<file path="src/design/ulmc_pkg.sv">
/*
 * ulmc_pkg: register offsets, field positions, reset values and timing
 * constants of the uart line and modem control block.
 * assumes: included by the block's only design module.
 */
`default_nettype none
package ulmc_pkg;
	localparam logic [3:0] ULMC_OFF_LINE_FORMAT  = 4'h3;
	localparam logic [3:0] ULMC_OFF_MODEM_CTRL   = 4'h4;
	localparam logic [3:0] ULMC_OFF_LINE_STATUS  = 4'h5;
	localparam logic [7:0] ULMC_LINE_FORMAT_RST  = 8'h1D;
	localparam logic [7:0] ULMC_MODEM_CTRL_RST   = 8'h00;
	localparam logic [7:0] ULMC_LINE_STATUS_RST  = 8'h60;
	localparam logic [7:0] ULMC_XON_FIRST_RST    = 8'h00;
	localparam logic [7:0] ULMC_ENHANCED_KEY     = 8'hBF;
	localparam logic [7:0] ULMC_MCR_PROTECT_MASK = 8'hEC;
	// line format fields
	localparam int ULMC_LF_DLAB   = 7;
	localparam int ULMC_LF_BREAK  = 6;
	localparam int ULMC_LF_FORCE  = 5;
	localparam int ULMC_LF_EVEN   = 4;
	localparam int ULMC_LF_PAR_EN = 3;
	localparam int ULMC_LF_STOP   = 2;
	// modem control fields
	localparam int ULMC_MC_PRESC  = 7;
	localparam int ULMC_MC_IRDA   = 6;
	localparam int ULMC_MC_XANY   = 5;
	localparam int ULMC_MC_LOOP   = 4;
	localparam int ULMC_MC_OUT2   = 3;
	localparam int ULMC_MC_OUT1   = 2;
	localparam int ULMC_MC_RTS    = 1;
	localparam int ULMC_MC_DTR    = 0;
	// line status fields
	localparam int ULMC_LS_FIFO_ERR = 7;
	localparam int ULMC_LS_TX_IDLE  = 6;
	localparam int ULMC_LS_HOLD_MT  = 5;
	localparam int ULMC_LS_BREAK    = 4;
	// timing, in 16x sample ticks; prescaler last count and holding buffer depth
	localparam logic [5:0] ULMC_TICKS_BIT      = 6'd16;
	localparam logic [5:0] ULMC_TICKS_STOP_1P5 = 6'd24;
	localparam logic [5:0] ULMC_TICKS_STOP_2   = 6'd32;
	localparam logic [5:0] ULMC_IR_PULSE_TICKS = 6'd3;
	localparam logic [1:0] ULMC_PRESC_LAST     = 2'h3;
	localparam logic [3:0] ULMC_BUF_DEPTH      = 4'h2;
	typedef enum logic [2:0] {
		ULMC_TX_IDLE   = 3'b000,
		ULMC_TX_START  = 3'b001,
		ULMC_TX_DATA   = 3'b010,
		ULMC_TX_PARITY = 3'b011,
		ULMC_TX_STOP   = 3'b100
	} ulmc_tx_state_t;
endpackage
`default_nettype wire

</file>
<file path="src/design/ulmc_line_modem.sv">
/*
 * ulmc_line_modem: line format, modem control, first xon character and
 * upper line status of a single-channel uart, with the character
 * transmitter that these registers steer and a receive break detector.
 * assumes: one clock mclk (100 MHz), synchronous resets (rst_n, por_n active low, sw_rst active high), the host
 * port decoder presents single-cycle register strobes; the page select flag,
 * enhanced enable, auto-rts and divisor come from neighbouring blocks.
 */
`timescale 1ns/1ps
`default_nettype none
module ulmc_line_modem #(
	parameter int ERR_CNT_W = 7
) (
	input  wire logic        mclk,
	input  wire logic        rst_n,
	input  wire logic        por_n,
	input  wire logic        sw_rst,
	input  wire logic [3:0]  reg_addr,
	input  wire logic        reg_wr,
	input  wire logic        reg_rd,
	input  wire logic [7:0]  reg_wdata,
	output logic [7:0]       reg_rdata,
	output logic             reg_rvalid,
	input  wire logic        page_sel,
	input  wire logic        enh_enable,
	input  wire logic        auto_rts_en,
	input  wire logic        auto_rts_level,
	input  wire logic [15:0] baud_div,
	input  wire logic [7:0]  tx_data,
	input  wire logic        tx_valid,
	output logic             tx_ready,
	output logic             tx_out,
	input  wire logic        rx_pin,
	output logic             rx_line,
	input  wire logic        rx_char_valid,
	input  wire logic        rx_char_is_flow,
	input  wire logic        rx_sw_flow_on,
	output logic             rx_fifo_load,
	output logic             tx_resume,
	input  wire logic        rx_err_push,
	input  wire logic        rx_err_pop,
	input  wire logic        cts_n_pin,
	input  wire logic        dsr_n_pin,
	input  wire logic        ri_n_pin,
	input  wire logic        carrier_detect_n_pin,
	output logic [3:0]       modem_state,
	output logic             sel_flow_regs,
	output logic             rts_n_pin,
	output logic             dtr_n_pin,
	output logic             sleep_allow
);
	import ulmc_pkg::*;

	logic [7:0] line_format;
	logic [7:0] modem_control;
	logic [7:0] xon_first_char;
	logic [4:0] sync1;
	logic [4:0] sync2;
	logic [ERR_CNT_W-1:0] err_cnt;
	logic       brk_flag;
	logic       brk_armed;
	logic [9:0] low_ticks;
	logic [1:0] presc_cnt;
	logic [15:0] div_cnt;
	logic [7:0] buf_mem [2];
	logic       buf_wp;
	logic       buf_rp;
	logic [1:0] buf_cnt;
	ulmc_tx_state_t tx_state;
	logic [7:0] shift;
	logic [2:0] bit_idx;
	logic [5:0] sub_cnt;
	logic       tx_bit;

	wire soft_rst = ~rst_n | sw_rst;
	wire dlab     = line_format[ULMC_LF_DLAB];
	wire loop     = modem_control[ULMC_MC_LOOP];
	wire irda     = modem_control[ULMC_MC_IRDA];

	// register decode; line format is always reachable
	wire sel_lf   = reg_addr == ULMC_OFF_LINE_FORMAT;
	wire sel_mc   = reg_addr == ULMC_OFF_MODEM_CTRL && !dlab;
	wire sel_xon  = reg_addr == ULMC_OFF_MODEM_CTRL && line_format == ULMC_ENHANCED_KEY
		&& !page_sel;
	wire sel_ls   = reg_addr == ULMC_OFF_LINE_STATUS && !dlab;
	wire wr_lf    = reg_wr && sel_lf;
	wire wr_mc    = reg_wr && sel_mc;
	wire wr_xon   = reg_wr && sel_xon;
	wire rd_ls    = reg_rd && sel_ls;

	// protected bits keep their value unless the enhanced enable is set
	wire [7:0] mc_keep = enh_enable ? 8'h00 : ULMC_MCR_PROTECT_MASK;
	wire [7:0] next_mc = (modem_control & mc_keep) | (reg_wdata & ~mc_keep);
	assign sleep_allow = enh_enable;

	always_ff @(posedge mclk) begin
		if (soft_rst) begin
			line_format   <= ULMC_LINE_FORMAT_RST;
			modem_control <= ULMC_MODEM_CTRL_RST;
		end else begin
			if (wr_lf)
				line_format <= reg_wdata;
			if (wr_mc)
				modem_control <= next_mc;
		end
	end

	// survives hardware and soft reset; only power-on clears it
	always_ff @(posedge mclk) begin
		if (!por_n)
			xon_first_char <= ULMC_XON_FIRST_RST;
		else if (wr_xon)
			xon_first_char <= reg_wdata;
	end

	// pins from outside: two flops before use
	always_ff @(posedge mclk) begin
		if (!rst_n) begin
			sync1 <= 5'h1F;
			sync2 <= 5'h1F;
		end else begin
			sync1 <= {rx_pin, cts_n_pin, dsr_n_pin, ri_n_pin, carrier_detect_n_pin};
			sync2 <= sync1;
		end
	end

	// modem state upper nibble: carrier, ring, dsr, cts
	wire [3:0] pin_state  = ~{sync2[0], sync2[1], sync2[2], sync2[3]};
	wire [3:0] loop_state = {modem_control[ULMC_MC_OUT2], modem_control[ULMC_MC_OUT1],
		modem_control[ULMC_MC_DTR], modem_control[ULMC_MC_RTS]};
	assign modem_state   = loop ? loop_state : pin_state;
	assign sel_flow_regs = !loop && modem_control[ULMC_MC_OUT1];
	// in loopback dtr keeps its inactive level, and rts does too unless auto-rts drives it
	assign rts_n_pin = auto_rts_en ? auto_rts_level
		: (loop | ~modem_control[ULMC_MC_RTS]);
	assign dtr_n_pin = loop | ~modem_control[ULMC_MC_DTR];

	// receive path; the infrared receiver sees a high pulse for a zero
	wire rx_pin_line = irda ? ~sync2[4] : sync2[4];
	assign rx_line   = loop ? tx_bit : rx_pin_line;

	// xon-any: any character restarts a halted transmitter
	assign tx_resume    = modem_control[ULMC_MC_XANY] && rx_char_valid;
	assign rx_fifo_load = rx_char_valid && !(rx_char_is_flow && rx_sw_flow_on);

	// baud tick: optional divide by four, then the divisor, giving 16x ticks
	wire presc_tick = !modem_control[ULMC_MC_PRESC] || presc_cnt == ULMC_PRESC_LAST;
	wire div_last   = div_cnt >= baud_div - 16'h0001;
	wire tick16     = presc_tick && div_last;

	always_ff @(posedge mclk) begin
		if (soft_rst) begin
			presc_cnt <= 2'h0;
			div_cnt   <= 16'h0000;
		end else begin
			presc_cnt <= presc_cnt + 2'h1;
			if (presc_tick)
				div_cnt <= div_last ? 16'h0000 : div_cnt + 16'h0001;
		end
	end

	// frame geometry from the line format
	// index of the last data bit: codes 00..11 give bit 4..7
	wire [2:0] last_bit = {1'b1, line_format[1:0]};
	wire       par_en   = line_format[ULMC_LF_PAR_EN];
	wire [7:0] len_mask = 8'hFF >> (3'd3 - {1'b0, line_format[1:0]});
	wire [5:0] stop_len = !line_format[ULMC_LF_STOP] ? ULMC_TICKS_BIT
		: (line_format[1:0] == 2'b00 ? ULMC_TICKS_STOP_1P5 : ULMC_TICKS_STOP_2);

	// two-entry holding buffer: a busy shifter never drops a written byte
	wire buf_push = tx_valid && tx_ready;
	wire buf_pop  = tx_state == ULMC_TX_IDLE && buf_cnt != 2'h0;
	assign tx_ready = buf_cnt != ULMC_BUF_DEPTH[1:0];

	always_ff @(posedge mclk) begin
		if (soft_rst) begin
			buf_wp  <= 1'b0;
			buf_rp  <= 1'b0;
			buf_cnt <= 2'h0;
		end else begin
			if (buf_push)
				buf_wp <= ~buf_wp;
			if (buf_pop)
				buf_rp <= ~buf_rp;
			buf_cnt <= buf_cnt + {1'b0, buf_push} - {1'b0, buf_pop};
		end
	end

	always_ff @(posedge mclk) begin
		if (buf_push)
			buf_mem[buf_wp] <= tx_data;
	end

	// parity over the character's own bits
	wire data_xor   = ^(shift & len_mask);
	wire parity_bit = line_format[ULMC_LF_FORCE] ? ~line_format[ULMC_LF_EVEN]
		: (line_format[ULMC_LF_EVEN] ? data_xor : ~data_xor);
	wire [5:0] phase_len = tx_state == ULMC_TX_STOP ? stop_len : ULMC_TICKS_BIT;
	wire       phase_end = tick16 && sub_cnt == phase_len - 6'd1;

	always_ff @(posedge mclk) begin
		if (soft_rst) begin
			tx_state <= ULMC_TX_IDLE;
			shift    <= 8'h00;
			bit_idx  <= 3'h0;
			sub_cnt  <= 6'h00;
		end else begin
			if (tick16)
				sub_cnt <= phase_end ? 6'h00 : sub_cnt + 6'd1;
			unique case (tx_state)
				ULMC_TX_IDLE: begin
					sub_cnt <= 6'h00;
					if (buf_pop) begin
						shift    <= buf_mem[buf_rp];
						tx_state <= ULMC_TX_START;
					end
				end
				ULMC_TX_START: begin
					bit_idx <= 3'h0;
					if (phase_end)
						tx_state <= ULMC_TX_DATA;
				end
				ULMC_TX_DATA: begin
					if (phase_end) begin
						bit_idx <= bit_idx + 3'd1;
						if (bit_idx == last_bit)
							tx_state <= par_en ? ULMC_TX_PARITY : ULMC_TX_STOP;
					end
				end
				ULMC_TX_PARITY: begin
					if (phase_end)
						tx_state <= ULMC_TX_STOP;
				end
				ULMC_TX_STOP: begin
					if (phase_end)
						tx_state <= ULMC_TX_IDLE;
				end
			endcase
		end
	end

	wire next_tx_bit = tx_state == ULMC_TX_START ? 1'b0
		: tx_state == ULMC_TX_DATA ? shift[bit_idx]
		: tx_state == ULMC_TX_PARITY ? parity_bit : 1'b1;
	// infrared sends a short high pulse at the start of every zero bit
	wire next_ir    = !next_tx_bit && sub_cnt < ULMC_IR_PULSE_TICKS && tx_state != ULMC_TX_IDLE;
	wire next_brk   = line_format[ULMC_LF_BREAK];
	wire next_txout = next_brk ? 1'b0 : (irda ? next_ir : next_tx_bit);

	always_ff @(posedge mclk) begin
		if (soft_rst) begin
			tx_bit <= 1'b1;
			tx_out <= 1'b1;
		end else begin
			tx_bit <= next_brk ? 1'b0 : next_tx_bit;
			tx_out <= next_txout;
		end
	end

	// break detector: line low for a whole frame, caught once per low period
	wire [9:0] frame_ticks = {4'h0, ULMC_TICKS_BIT} * ({7'h0, last_bit} + 10'd2 + {9'h0, par_en})
		+ {4'h0, stop_len};
	wire brk_hit = tick16 && !rx_line && brk_armed && low_ticks == frame_ticks - 10'd1;

	always_ff @(posedge mclk) begin
		if (soft_rst) begin
			low_ticks <= 10'h000;
			brk_armed <= 1'b1;
			brk_flag  <= 1'b0;
		end else begin
			if (rx_line) begin
				low_ticks <= 10'h000;
				brk_armed <= 1'b1;
			end else if (tick16 && brk_armed) begin
				low_ticks <= low_ticks + 10'd1;
				if (brk_hit)
					brk_armed <= 1'b0;
			end
			// a new break wins over the clearing read
			brk_flag <= brk_hit | (brk_flag & ~rd_ls);
		end
	end

	// error characters held in the receive fifo
	always_ff @(posedge mclk) begin
		if (soft_rst)
			err_cnt <= '0;
		else if (rx_err_push && !rx_err_pop)
			err_cnt <= err_cnt + ERR_CNT_W'(1);
		else if (rx_err_pop && !rx_err_push && err_cnt != '0)
			err_cnt <= err_cnt - ERR_CNT_W'(1);
	end

	wire hold_empty = buf_cnt == 2'h0;
	wire [7:0] line_status = {err_cnt != '0,
		hold_empty && tx_state == ULMC_TX_IDLE,
		hold_empty,
		brk_flag, 4'h0};

	wire [7:0] rd_mux = sel_lf ? line_format : sel_mc ? modem_control
		: sel_xon ? xon_first_char : sel_ls ? line_status : 8'h00;

	always_ff @(posedge mclk) begin
		if (soft_rst) begin
			reg_rdata  <= 8'h00;
			reg_rvalid <= 1'b0;
		end else begin
			reg_rvalid <= reg_rd;
			if (reg_rd)
				reg_rdata <= rd_mux;
		end
	end
endmodule // ulmc_line_modem
`default_nettype wire

</file>
<file path="config.mk">
export PLATFORM = sky130hd
export DESIGN_NAME = ulmc_line_modem
export DESIGN_NICKNAME = d
export VERILOG_FILES = /design/src/design/ulmc_pkg.sv /design/src/design/ulmc_line_modem.sv
export SDC_FILE = /design/constraint.sdc
export NUM_CORES = 1
export LEC_CHECK = 0
export ABC_AREA = 1
export BUFFER_PORTS_ARGS = -buffer_cell sky130_fd_sc_hd__buf_4
export CAP_MARGIN = 30
export CORE_ASPECT_RATIO = 0.7
export CORE_UTILIZATION = 45
export CTS_CLUSTER_DIAMETER = 50
export DETAILED_ROUTE_END_ITERATION = 7
export PLACE_DENSITY = 0.62
export SLEW_MARGIN = 15
export SYNTH_ARGS = -nofsm -noshare
export SYNTH_HDL_FRONTEND = slang
export SYNTH_SLANG_ARGS = --single-unit
</file>
<file path="constraint.sdc">
create_clock -name mclk -period 4.5 [get_ports mclk]
set_input_delay 0.9 -clock mclk [delete_from_list [all_inputs] [get_ports mclk]]
set_output_delay 0.9 -clock mclk [all_outputs]
set_load 0.05 [all_outputs]
</file>
==> metrics.cfg, run 1 <==
[timing]
fin_setup_tns_ps=0
timing.final.max_slew_violations=0
post-route-period-util_pct=78.4
fin_worst_skew_ps=8.00
setup_viol=0
worst_slew_pin_slew_ps=717
finalCriticalPeriod_ps=3530
slew_headroom_pct=52.0
max_freq_mhz=284
rsz0062_at_grt=false
whs_ps=410
final_hold_viol_count=0

[pwr]
power_leakage_nw=3.26
combinationalPowerShare_pct=18.9
switchingPower_w=0.000953
power-per-cell-area_nw_per_um2=407
p_int_w=0.00225
peakVddDrop_mv=0.225
swShare_pct=29.7
seqPwrFrac_pct=37.9
clock_power_share_pct=43.1

[place]
dp_hpwl_um=11200
dp_cells=1113
dpl_cell_area_sq_um=7280
place.gp.congestion=0.834
port_buffers=78

[cells_and_area]
post-route-cell-area_sq_um=7880
fillers=1340
fin_nets=1035
drive_above_1_share_pct=16.2
fin_cells=1145
areaGrowthSynthToFinish_pct=21.0
n_antenna_cell=0
utilization_pct=56.2

[cts]
cts.sinks=122
cts_tree=done
cts.htree.levels=4
root_buffer=clkbuf_16
clkTransAtPathRegs_ps=50
clock_latency_ps=410
cts_resized=0
cts_buffers=17
cts_setup_buffers=0
hold_buffers=0
ctsLongestPathBuffers=2

[routing]
routed_wl_um=15000
first_pass_iters=5
drc=0
vias_per_cell=4.98
via_count=5703
wl_per_cell_um=13.1
ant_nets=0
first_iter_violations=267

[logic_synthesis]
synthFlopType=dfxtp_1
synth-compound-area-share_pct=14.9
synth_warnings=0
async_flop_share_pct=0
yosys.area_share.simple_pct=24.9
netlist_instances=859
synth-xor-area-share_pct=4.71
synth_fa_ha_area_share_pct=7.27
netlist_area_sq_um=6510
yosysSeqAreaShare_pct=40.0
yosysTopAreaCell=dfxtp_1
syn_nets=952
yosys-top-cells-area=dfxtp_1, nand2_1, edfxtp_1
synth_edf_count=16
synth_common_cells=nand2_1, inv_1, dfxtp_1
synth_most_common_cell=nand2_1
synth_cell_type_count=47
yosys_register_bits=122
synth_top_family_by_area=simple AND/OR/NAND/NOR gates
synthMuxAreaShare_pct=0
synth_top_area_share_pct=32.6
syn-mean-instance-area_sq_um=7.58

[floorplan]
die_h_um=103
die-area_sq_um=15000
fp.dieW_um=146
io_pins=79
core_sq_um=14000
core.rowCount=36
start_util_pct=46.5

[grt]
grt.total_usage_pct=21.3
grt.overflow.total=0
grt_max_degree=40
antenna_found_initial=0
grt_pass1_vias=5235
grt_pass1_wl_um=25400

[run_status]
status=finished, final reports clean

[min_path]
hp-class=reg2reg
hp-start=sync1[0]

[critical_path]
start_kind=primary input
worstPathRequired_ps=4800
startpoint=baud_div[1]
critPathMaxFanout=10
arrival_ps=3830
end_kind=flip-flop
r2r_start=line_format[1]
critical_path_class=in2reg

[flow_run]
cap_violations=0

-- placed cells by master (no fill, tap or decap), types with 4 or more instances in the layout --
master,netlist,layout
a211oi_1,8,8
a21oi_1,71,71
a31oi_1,11,11
buf_4,3,81
clkbuf_16,0,17
clkinv_1,2,5
dfxtp_1,106,106
edfxtp_1,16,16
ha_1,33,33
inv_1,115,115
inv_2,4,4
nand2_1,147,147
nand2_2,5,5
nand3_1,44,44
nand3b_1,4,4
nand4_1,9,9
nor2_1,80,79
nor2_2,7,8
nor3_1,22,22
nor3_2,6,6
nor4_1,5,5
o21ai_0,60,60
o21ai_1,6,6
o22ai_1,5,5
or2_2,11,11
xnor2_1,16,16
xor2_1,19,19
-- worst paths after layout --
path	end	slack, ps	cells past startpoint
hold reg to reg	sync2[0]	410	1
setup reg to reg	brk_armed	1690	14
hold / removal	sync2[0]	410	1
setup / recovery	low_ticks[0]	970	20
-- logic make-up after synthesis --
group / Yosys count
simple gates: 351
compound gates: 176
buf+inv: 139
flops: 122
fa+ha+maj: 36
xor+xnor: 35
-- layout make-up --
cell class / instances / area (sq um) / share of cell area (%)
Multi-Input combinational cell: 598 / 3370 / 42.8
Tap cell: 190 / 238 / 3.02
Clock buffer: 17 / 425 / 5.40
Timing Repair Buffer: 81 / 608 / 7.72
Sequential cell: 122 / 2600 / 33.0
Inverter: 122 / 460 / 5.84
Clock inverter: 15 / 173 / 2.19
-- state kept, by name, summed over array words and instances (netlist names), named ones only --
signal,cells
div_cnt,16
sync1,5
brk_armed,1
tx_out,1
tx_bit,1
tx_state,3
sync2,5
line_format,8
brk_flag,1
buf_rp,1
shift,8
reg_rdata,8
modem_control,3
sub_cnt,6
low_ticks,10
err_cnt,7
presc_cnt,2
xon_first_char,8
buf_wp,1
buf_mem,16
reg_rvalid,1
bit_idx,3
buf_cnt,2
-- power by group through the flow --
stage                     logic [W]  clock network, W  registers, W
after floorplan            0.000441                 0       0.00123
after global placement     0.000601                 0       0.00124
after detailed placement   0.000602                 0       0.00124
after CTS                  0.000604           0.00140       0.00121
after global routing       0.000704           0.00145       0.00122
final                      0.000607           0.00138       0.00121
-- worst max-delay path, stage by stage --
cell     delay [ps]
buf_4           110
nor2_1           90
nand2_1          90
nor3_2          160
nor3b_2         320
nand3_2         150
nor2_2          140
nand3_1         100
xnor2_1         150
inv_1            60
ha_1            300
nand4_1         130
nor3_2          170
nand3_1         120
nand3_2         150
nand2_4         120
inv_2           190
nand2_2         140
o21ai_0         170
a21oi_1          50
-- stage by stage --
| stage | total power (W) | setup slack, ps |
|---|---|---|
| after floorplan | 0.00167 | 1050 |
| after global placement | 0.00184 | 648 |
| after detailed placement | 0.00184 | 535 |
| after CTS | 0.00322 | 969 |
| after global routing | 0.00338 | 618 |
| final | 0.00320 | 974 |
-- layer usage --
layer / share of wire (%) / vias up / routed length (um) / global-route usage, %
li1: - / 3021 / - / -
met1: 55 / 2551 / 8310 / 32.4
met2: 39 / 118 / 5860 / 29.8
met3: 4.7 / 13 / 712 / 4.87
met4: 0.94 / 0 / 141 / 5.26
met5: 0 / - / 0 / 0
Note: power is estimated with default switching activity, not from simulation.
==> run 2: changes to the inputs <==
==> constraint.sdc (replaced) <==
create_clock -name mclk -period 3.6 [get_ports mclk]
set_input_delay 0.72 -clock mclk [delete_from_list [all_inputs] [get_ports mclk]]
set_output_delay 0.72 -clock mclk [all_outputs]
set_load 0.05 [all_outputs]
==> run 2 against run 1 <==
  * Register-to-register slack worse by 890 ps
  * Final cell count up 0.44%
  * Sequential share of layout area shrank 0.14 points
  * Sequential cell count stayed put
  * Critical path depth unchanged
  * First-iteration DRC count up 2.6%
  * Hold slack lost 3.6 ps
  * Critical path type unchanged
==> metrics.cfg, run 2 (synthesized netlist as in run 1, its figures left out) <==
[run_status]
status=finished, final reports clean  ; unchanged

[critical_path]
path_cells=buf_4 > inv_1 > ha_1 > nand3_1 > nor3_2 > nand3b_1 > nor3_2 > nand3b_1 > xor2_1 > inv_1 > ha_1 > nand4_1 > nor3_2 > nand3_1 > nand3_2 > nand2_4 > inv_2 > nand2_2 > o21ai_0 > a21oi_1  ; was buf_4 > nor2_1 > nand2_1 > nor3_2 > nor3b_2 > nand3_2 > nor2_2 > nand3_1 > xnor2_1 > inv_1 > ha_1 > nand4_1 > nor3_2 > nand3_1 > nand3_2 > nand2_4 > inv_2 > nand2_2 > o21ai_0 > a21oi_1
max_stage_delay_ps=280  ; was 320 ps
path_buf_inv=4  ; was 3
critPathMaxFanout=10  ; unchanged
path_depth=20  ; unchanged
crit_top_cell=nor3_2
worst_path_max_delay_cell=ha_1  ; was nor3b_2
worstPathRequired_ps=3900  ; was 4800 ps
rr_worst_depth=14  ; unchanged
crit_family=simple AND/OR/NAND/NOR gates  ; unchanged
arrival_ps=3430  ; was 3830 ps
critical_path_class=in2reg  ; unchanged
end_kind=flip-flop  ; unchanged
start_kind=primary input  ; unchanged

[timing]
post-route-period-util_pct=87.1
timing.final.max_slew_violations=0  ; unchanged
final_hold_viol_count=0  ; unchanged
finalCriticalPeriod_ps=3130
rsz0062_at_grt=false  ; unchanged
max_freq_mhz=319
worst_slew_pin_slew_ps=733  ; was 717 ps
setup_viol=0  ; unchanged
fin_worst_skew_ps=13.0  ; was 8.00 ps
slew_headroom_pct=50.9  ; was 52.0%

[grt]
grt_pass1_vias=5136  ; was 5235
grt.overflow.total=0  ; unchanged
grt.total_usage_pct=21.3  ; about the same
antenna_found_initial=0  ; unchanged
grt_max_degree=39  ; was 40
grt_pass1_wl_um=25300  ; was 25400 um

[routing]
drc=0  ; unchanged
first_iter_violations=274  ; was 267
first_pass_iters=4  ; was 5
ant_nets=0  ; unchanged
wl_per_cell_um=13.1  ; about the same
routed_wl_um=15100  ; was 15000 um
via_count=5665  ; was 5703
vias_per_cell=4.93  ; was 4.98

[floorplan]
die_h_um=103  ; unchanged
fp.dieW_um=146  ; unchanged
die-area_sq_um=15000  ; unchanged
start_util_pct=46.5  ; unchanged
io_pins=79  ; unchanged
core.rowCount=36  ; unchanged
core_sq_um=14000  ; unchanged

[cells_and_area]
layout_common_cells=nand2_1, inv_1, dfxtp_1  ; unchanged
top_regs=buf_mem (16), div_cnt (16), low_ticks (10)  ; unchanged
fin_cells=1150  ; was 1145
n_antenna_cell=0  ; unchanged
areaGrowthSynthToFinish_pct=21.5  ; was 21.0%
final_common_cell=nand2_1  ; unchanged
drive_above_1_share_pct=16.8  ; was 16.2%
utilization_pct=56.5  ; was 56.2%
fin_nets=1040  ; was 1035

[flow_run]
cap_violations=0  ; unchanged

[pwr]
power_leakage_nw=3.28  ; was 3.26 nW
power-per-cell-area_nw_per_um2=497  ; was 407 nW/um^2
swShare_pct=30.2  ; was 29.7%
peakVddDrop_mv=0.352  ; was 0.225 mV
seqPwrFrac_pct=38.7  ; was 37.9%
switchingPower_w=0.00119  ; was 0.000953 W
combinationalPowerShare_pct=19.4  ; was 18.9%
clock_power_share_pct=41.9  ; was 43.1%
p_int_w=0.00274  ; was 0.00225 W

[cts]
cts.sinks=122  ; unchanged
ctsLongestPathBuffers=2  ; unchanged
cts_tree=done  ; unchanged
clock_latency_ps=410  ; about the same
clkTransAtPathRegs_ps=60  ; was 50 ps
root_buffer=clkbuf_16  ; unchanged
cts.htree.levels=4  ; unchanged
cts_buffers=17  ; unchanged

[min_path]
hold_depth=1  ; unchanged
hp-class=reg2reg  ; unchanged

[place]
dp_cells=1117  ; was 1113
port_buffers=78  ; unchanged
dp_hpwl_um=11400  ; was 11200 um
place.gp.congestion=0.862  ; was 0.834

==> run 2: power by group through the flow <==
stage	Sequential (W)	Clock (W)	Combinational, W
floorplan	0.00153	0	0.000552
global placement	0.00155	0	0.000754
detailed placement	0.00155	0	0.000756
CTS	0.00152	0.00168	0.000761
global route	0.00153	0.00174	0.000870
finish	0.00152	0.00165	0.000764
==> run 2: final timing paths <==
path / from / end / slack, ps
worst max-delay path: baud_div[0] / low_ticks[0] / 470
worst min-delay path: sync1[4] / sync2[4] / 410
worst max register to register: line_format[1] / brk_armed / 800
worst min register to register: sync1[4] / sync2[4] / 410
==> run 2: area by class of cell <==
type                            count  area [sq um]
Clock buffer                       17           425
Multi-Input combinational cell    598          3380
Timing Repair Buffer               86           658
Fill cell                        1360          6100
Sequential cell                   122          2600
Tap cell                          190           238
Inverter                          122           460
Clock inverter                     15           150
==> run 2: stage by stage <==
step	total power [W]	setup WS, ps	hold slack (ps)	setup TNS (ps)	instance area, sq um
floorplan	0.00208	329	393	0	6510
global placement	0.00230	-2.42	394	-2.42	7310
detailed placement	0.00230	-39.4	398	-101	7310
CTS	0.00396	387	410	0	7890
global route	0.00415	6.59	436	0	7910
finish	0.00393	465	407	0	7910
==> run 2: what timing repair did <==
item	CTS	global route
resized for setup	0	1
buffers inserted	0	1
endpoints found under the setup margin	0	8
hold buffers	0	0
==> run 2: worst reg2reg max path, stage by stage, from the launching register on <==
cell	delay, ps
dfxtp_1	540
inv_2	160
a21oi_1	270
ha_1	280
inv_1	60
ha_1	160
inv_1	50
fa_1	370
xnor2_1	200
xor2_1	160
nand3_1	100
nor3_1	140
nand2_1	90
nand2_1	60
nand2_1	40
==> run 2: per-layer routing <==
metal	vias to the layer above	track usage, %	wire length (um)
met4	0	5.91	144
met1	2506	32.1	8150
li1	3035	-	-
met5	-	0	0
met3	14	4.60	793
met2	110	30.0	5980
